File: src/verilog/counter_ctrl_pkg.sv
// Purpose: shared constants and types for the eight bit up counter with controls
// Assumes: APB register access, 32-bit data, one clock
// Notes: offsets are byte addresses
`default_nettype none
package counter_ctrl_pkg;
  // ==========================================================
  // counter geometry
  localparam int COUNT_W = 8;
  localparam logic [7:0] COUNT_ZERO = 8'h00;
  localparam logic [7:0] COUNT_ONES = 8'hFF;
  localparam logic [7:0] COUNT_PRESET_AT = 8'hFE;
  // ==========================================================
  // register map
  localparam logic [11:0] CTRL_OFFSET = 12'h000;
  localparam logic [11:0] STATUS_OFFSET = 12'h004;
  localparam int CTRL_SYNC_RESET_BIT = 0;
  localparam int CTRL_HOLD_BIT = 1;
  localparam int CTRL_REPEAT_BIT = 2;
  localparam int CTRL_OUT_DISABLE_BIT = 3;
  localparam int STATUS_STOPPED_BIT = 8;
  localparam logic [3:0] CTRL_RESET = 4'h4;
  // ==========================================================
  // types
  typedef struct packed {
    logic out_disable;
    logic repeat_en;
    logic hold;
    logic sync_reset;
  } ctrl_t;
  typedef enum logic [0:0] {
    RUNNING = 1'b0,
    STOPPED = 1'b1
  } run_state_t;
endpackage
`default_nettype wire

File: src/verilog/counter_core.sv
// Purpose: count register with global sync preset and global async clear
// Assumes: async_clear_term_n is glitch free (driven from flops)
// Notes: priority is sync reset, preset, hold, increment
`timescale 1ns/10ps
`default_nettype none
module counter_core #(
  parameter int WIDTH = 8
) (
  input wire logic pclk,
  input wire logic async_clear_term_n,
  input wire logic sync_reset,
  input wire logic hold,
  output logic [WIDTH-1:0] count_q
);
  logic [WIDTH-1:0] count_d;
  logic sync_preset_term;

  // ==========================================================
  // next count
  always_comb begin
    sync_preset_term = (count_q[WIDTH-1:1] == {(WIDTH-1){1'b1}}) && !count_q[0];
    if (sync_reset) begin
      count_d = '0;
    end else if (sync_preset_term) begin
      count_d = '1;
    end else if (hold) begin
      count_d = count_q;
    end else begin
      count_d = count_q + {{(WIDTH-1){1'b0}}, 1'b1};
    end
  end

  // ==========================================================
  // register; the clear term acts on every bit at once
  // global async clear
  always_ff @(posedge pclk or negedge async_clear_term_n) begin
    if (!async_clear_term_n) begin
      count_q <= '0;
    end else begin
      count_q <= count_d;
    end
  end
endmodule
`default_nettype wire

File: src/verilog/counter_ctrl.sv
// Purpose: eight bit up counter with reset, hold, repeat and output enable over APB
// Assumes: zero wait state APB slave, pclk 50 MHz
// Notes: stop after one pass is an async clear from a flop, so it cannot glitch
`timescale 1ns/10ps
`default_nettype none
module counter_ctrl (
  input wire logic pclk,
  input wire logic presetn,
  input wire logic [11:0] paddr,
  input wire logic psel,
  input wire logic penable,
  input wire logic pwrite,
  input wire logic [31:0] pwdata,
  input wire logic [3:0] pstrb,
  output logic [31:0] prdata,
  output logic pready,
  output logic pslverr,
  output logic [counter_ctrl_pkg::COUNT_W-1:0] count_outputs,
  output logic count_outputs_oe
);
  import counter_ctrl_pkg::*;

  ctrl_t ctrl_q;
  ctrl_t ctrl_d;
  run_state_t state_q;
  run_state_t state_d;
  logic [31:0] rdata_q;
  logic [31:0] rdata_d;
  logic [COUNT_W-1:0] count;
  logic async_clear_term_n;
  logic setup;
  logic access;
  logic wr_ctrl;

  function automatic logic addr_mapped(input logic [11:0] a);
    addr_mapped = (a == CTRL_OFFSET) || (a == STATUS_OFFSET);
  endfunction

  // ==========================================================
  // APB slave
  assign setup = psel && !penable;
  assign access = psel && penable;
  assign pready = 1'b1;
  // unmapped access errors; STATUS writes are dropped quietly
  assign pslverr = access && !addr_mapped(paddr);
  assign wr_ctrl = access && pwrite && pstrb[0] && (paddr == CTRL_OFFSET);
  assign prdata = rdata_q;

  always_comb begin
    ctrl_d = ctrl_q;
    if (wr_ctrl) begin
      ctrl_d.sync_reset = pwdata[CTRL_SYNC_RESET_BIT];
      ctrl_d.hold = pwdata[CTRL_HOLD_BIT];
      ctrl_d.repeat_en = pwdata[CTRL_REPEAT_BIT];
      ctrl_d.out_disable = pwdata[CTRL_OUT_DISABLE_BIT];
    end
  end

  // read data is captured in the setup cycle; count may move by one before the access edge
  always_comb begin
    rdata_d = rdata_q;
    if (setup && !pwrite) begin
      rdata_d = 32'h0000_0000;
      if (paddr == CTRL_OFFSET) begin
        rdata_d[CTRL_SYNC_RESET_BIT] = ctrl_q.sync_reset;
        rdata_d[CTRL_HOLD_BIT] = ctrl_q.hold;
        rdata_d[CTRL_REPEAT_BIT] = ctrl_q.repeat_en;
        rdata_d[CTRL_OUT_DISABLE_BIT] = ctrl_q.out_disable;
      end else if (paddr == STATUS_OFFSET) begin
        rdata_d[COUNT_W-1:0] = count;
        rdata_d[STATUS_STOPPED_BIT] = (state_q == STOPPED);
      end
    end
  end

  always_ff @(posedge pclk or negedge presetn) begin
    if (!presetn) begin
      ctrl_q <= ctrl_t'(CTRL_RESET);
      rdata_q <= 32'h0000_0000;
    end else begin
      ctrl_q <= ctrl_d;
      rdata_q <= rdata_d;
    end
  end

  // ==========================================================
  // single pass stop
  // a held all-ones count only waits; it stops once hold is low again
  always_comb begin
    state_d = state_q;
    case (state_q)
      RUNNING: begin
        if (!ctrl_q.repeat_en && !ctrl_q.sync_reset && !ctrl_q.hold && count == COUNT_ONES) begin
          state_d = STOPPED;
        end
      end
      STOPPED: begin
        // restart by sync reset or by asking for repeat
        if (ctrl_q.sync_reset || ctrl_q.repeat_en) begin
          state_d = RUNNING;
        end
      end
      default: begin
        state_d = RUNNING;
      end
    endcase
  end

  always_ff @(posedge pclk or negedge presetn) begin
    if (!presetn) begin
      state_q <= RUNNING;
    end else begin
      state_q <= state_d;
    end
  end

  // async clear holds count at zero while stopped
  assign async_clear_term_n = presetn && (state_q != STOPPED);

  // ==========================================================
  // counter
  // sync reset has top priority in the core
  // increments unless reset, preset or hold
  // wrap follows from natural overflow of all ones
  // reset beats hold in the core priority
  // repeat and out_disable stay out of the core, so the wrap is plain overflow
  counter_core #(
    .WIDTH(COUNT_W)
  ) u_core (
    .pclk(pclk),
    .async_clear_term_n(async_clear_term_n),
    .sync_reset(ctrl_q.sync_reset),
    .hold(ctrl_q.hold),
    .count_q(count)
  );

  // ==========================================================
  // count outputs
  // output disable clears count_outputs_oe; count_outputs keeps driving the count
  assign count_outputs = count;
  assign count_outputs_oe = !ctrl_q.out_disable;
endmodule
`default_nettype wire

File: config.mk
export PLATFORM = sky130hd
export DESIGN_NAME = counter_ctrl
export DESIGN_NICKNAME = d
export VERILOG_FILES = /design/src/verilog/counter_ctrl_pkg.sv /design/src/verilog/counter_core.sv /design/src/verilog/counter_ctrl.sv
export SDC_FILE = /design/constraint.sdc
export NUM_CORES = 1
export LEC_CHECK = 0
export BUFFER_PORTS_ARGS = -buffer_cell sky130_fd_sc_hd__buf_4
export CAP_MARGIN = 40
export CORE_ASPECT_RATIO = 1.75
export CORE_MARGIN = 3
export CORE_UTILIZATION = 36
export DETAILED_ROUTE_END_ITERATION = 8
export GPL_TIMING_DRIVEN = 1
export HOLD_SLACK_MARGIN = 0.05
export PLACE_DENSITY = 0.86
export SYNTH_ARGS = -nofsm -noshare
export SYNTH_HDL_FRONTEND = slang
export SYNTH_SLANG_ARGS = --single-unit
File: constraint.sdc
create_clock -name pclk -period 1 [get_ports pclk]
set_input_delay 0.15 -clock pclk [delete_from_list [all_inputs] [get_ports pclk]]
set_output_delay 0.15 -clock pclk [all_outputs]
set_load 0.005 [all_outputs]
==> summary.md <==
| Metric | Value |
|---|---|
| Status | `finished, violations left` |
| Failing checks | `negative setup slack` |
| Final antenna diode count | `0` |
| Slew Limit Fails | `0` |
| Area post-placement | `1710 sq um` |
| Share of cells above drive strength 1 | `56.0%` |
| DP Wirelength | `2610 microns` |
| FMAX | `0.744 GHz` |
| Core box area | `around 3200 sq um` |
| DR vias/cell | `4.87` |
| Clk root buf | `clkbuf_8` |
| Switching part of the total | `30.4%` |
| Cell taking the most area after synthesis | `dfrtp_1` |
| WP data arrival | `approximately 1.5 ns` |
| Met1 WL | `1420 microns` |
| Crit start category | `register` |
| Congestion Overflow GR | `0` |
| Comb power frac | `46.7%` |
| Die Ht | `84.4 microns` |
| Placed cells | `222` |
| Vias after detailed routing | `1184` |
| Top layer reached by signal wires | `met4` |
| Nets | `between 200 and 300` |
| Post-route antenna net violation count | `0` |
| Filler instances | `238` |
| Initial antenna violation count | `0` |
| Total CTS buffers | `3` |
| # IOs | `96` |
| Tcrit/Tclk final | `134%` |
| Synth Register Bits | `22` |
| Syn Inst Count | `121` |
| Met3 Wirelength | `236 microns` |
| Starting Density | `39.0%` |
| Clk slew on worst S/H paths | `0.08 ns` |
| Hold path cells | `2` |
| CP max FO | `4` |
| All-Layer GR Usage | `between 15 and 20%` |
| Required time of the critical path | `1.19 ns` |
| Residual DRC | `0` |
| Die area | `4280 sq um` |
| Clk pwr share | `22.5%` |
| Hold Crit Class | `in -> reg` |
| VDD IR max | `1160 uV` |
| # rows | `27` |
| Mapped Area | `1260 sq um` |
| Reg2Reg Depth | `5` |
| Clk_lat worst skew | `around 0.26 ns` |
| Vias in the first global route | `1197` |
| Sequential share of the synthesized area | `a little over two fifths` |
| Leakage | `1.02 nW` |
| Largest net degree at the start of global routing | `16` |
| RSZ-0062 raised after global routing | `true` |
| Crit path time final | `1.34 ns` |
| Drt initial violations | `33` |
| Worst Path Class, Setup | `reg -> reg` |
| P_int | `0.00255 W` |
| FF-to-FF setup slack | `-0.34 ns` |
| Reg power frac | `30.9%` |
| TritonCTS clock tree | `done` |
| Drt wl/cell | `16.4 microns` |
| Setup ws final | `-0.345 ns` |
| PD cells | `between 1500 and 2000 nW/um^2` |
| Final hold viol count | `0` |
| Final instance area | `between 2000 and 2500 sq um` |
| Layout Area Growth over Synthesis | `67.7%` |
| Global placement routability congestion | `~0.77` |
| CP Capture Type | `register` |
| Synth warnings | `0` |
| Synth top area share | `between 40% and 50%` |
| Syn Area/Cell | `10.4 sq um` |
| H-tree levels | `1` |
| Drt first pass iters | `4` |
| Max Cap Viol | `0` |
| CTS sink count | `22` |
| Die width | `approximately 51 microns` |
| Final wirelength | `4000 microns` |
| Metal2 WL | `2300 microns` |
| Final setup skew | `0.00226 ns` |
| Input/output buffers | `40` |
| # setup viols final | `26` |
| Max Root-Sink Buffers | `2` |
| Distinct cells, synth | `31` |
| Global-route wire length before repair | `around 5700 microns` |
| Top cells by area, synth | `dfrtp_1, buf_4, mux2i_1` |
| Post-Layout Cell Count | `243` |
| Switch Pwr | `0.00111 W` |
## critical path: stages (launching register included)
cell and delay [ns]:
dfrtp_1 0.36, buf_4 0.13, buf_4 0.11, nand4_1 0.15
or3_1 0.38, a21oi_2 0.16
## timing repair
| action | 4_1_cts | 5_1_grt |
|---|---|---|
| hold buffers | 1 | 0 |
| resized for setup | 27 | 20 |
| hold endpoints to repair | 14 | 0 |
| setup endpoints to repair | 22 | 27 |
| pin swaps | 10 | 8 |
| buffers inserted | 8 | 11 |
## placed cells by master (no fill, tap or decap), types with 2 or more instances in the layout
cell type	instances
inv_1	4
o21ai_1	2
buf_6	16
mux2_4	4
conb_1	24
or3_1	2
clkbuf_8	3
dfrtp_1	20
nor4_4	2
xor2_1	2
o31ai_4	4
mux2i_4	3
buf_4	61
nor2_1	5
a21oi_2	4
nand4_1	5
nand2_1	8
mux2i_1	4
nor3_2	2
a22o_1	5
## registers in the layout, summed over array words and instances (netlist names)
register / cells
prdata: 9
state_q: 1
u_core.count_q: 8
ctrl_q: 4
## power groups by stage
stage / combinational (W) / clock (W) / sequential [W]
after detailed placement: 0.00109 / 0 / 0.00114
after CTS: 0.00135 / 0.000822 / 0.00113
after global placement: 0.00104 / 0 / 0.00112
final: 0.00171 / 0.000824 / 0.00113
after global routing: 0.00183 / 0.000879 / 0.00114
after floorplan: 0.000394 / 0 / 0.00120
## per-stage QoR
step	setup WS, ns	setup TNS (ns)	hold WS [ns]	utilization [%]	total power, W
after floorplan	-0.360	-2.54	-0.146	-	0.00159
after global placement	-0.495	-5.24	0.00795	52.8	0.00216
after detailed placement	-0.528	-5.98	0.00864	52.8	0.00223
after CTS	-0.301	-4.05	0.120	60.0	0.00330
after global routing	-0.401	-6.25	0.115	65.4	0.00385
final	-0.345	-5.19	0.117	65.4	0.00367
## path summary, 6_finish.rpt
check | endpoint | start
max in group asynchronous | u_core.count_q[2]$_DFFE_PN0P_ | presetn
min in group asynchronous | prdata[8]$_DFFE_PN0P_ | presetn
worst min register to register | u_core.count_q[7]$_DFFE_PN0P_ | state_q$_DFF_PN0_
worst min-delay path | ctrl_q[1]$_DFFE_PN0P_ | pwdata[1]
worst max-delay path | u_core.count_q[5]$_DFFE_PN0P_ | u_core.count_q[0]$_DFFE_PN0P_
worst max register to register | u_core.count_q[5]$_DFFE_PN0P_ | u_core.count_q[0]$_DFFE_PN0P_
## cell usage after synthesis
cell	number
o21a_1	1
nor3_4	1
nand4b_1	1
a31oi_1	1
nor3b_1	1
clkbuf_1	2
o31ai_1	4
mux2_4	4
nand3_2	1
nand2_1	8
and3b_1	1
nor2_1	6
nor3_1	2
a22o_1	5
or3_1	2
xor2_1	2
buf_6	1
ha_1	1
buf_4	24
nor2b_1	1
nor4_2	2
o21ai_0	3
nand4_1	5
conb_1	2
dfstp_2	1
and3_2	1
dfrtp_1	21
a21oi_1	5
or2_2	1
inv_1	4
mux2i_1	7
## layer usage
metal / vias to the layer above / global-route usage (%)
met3: 4 / 4.09
met2: 58 / 33.9
li1: 530 / -
met1: 592 / 16.4
met5: - / 0
met4: 0 / 4.90
## logic make-up (layout without fill, tap and decap cells)
group	Yosys count	count (layout)	share of synthesized area (%)
fa+ha+maj	1	1	0.990
buf+inv	31	88	16.9
flops	22	22	43.7
mux	11	11	10.3
compound gates	19	19	10.1
simple gates	33	33	16.0
other cells	2	24	0.594
xor+xnor	2	2	1.39
## layout make-up
type	count	area, sq um	share of cell area (%)
Timing Repair Buffer	80	683	32.2
Inverter	4	15.0	0.708
Sequential cell	22	553	26.1
Tap cell	43	53.8	2.54
Clock buffer	3	41.3	1.95
Clock inverter	1	30.0	1.42
Multi-Input combinational cell	90	743	35.1
(Power assumes the default switching activity.)
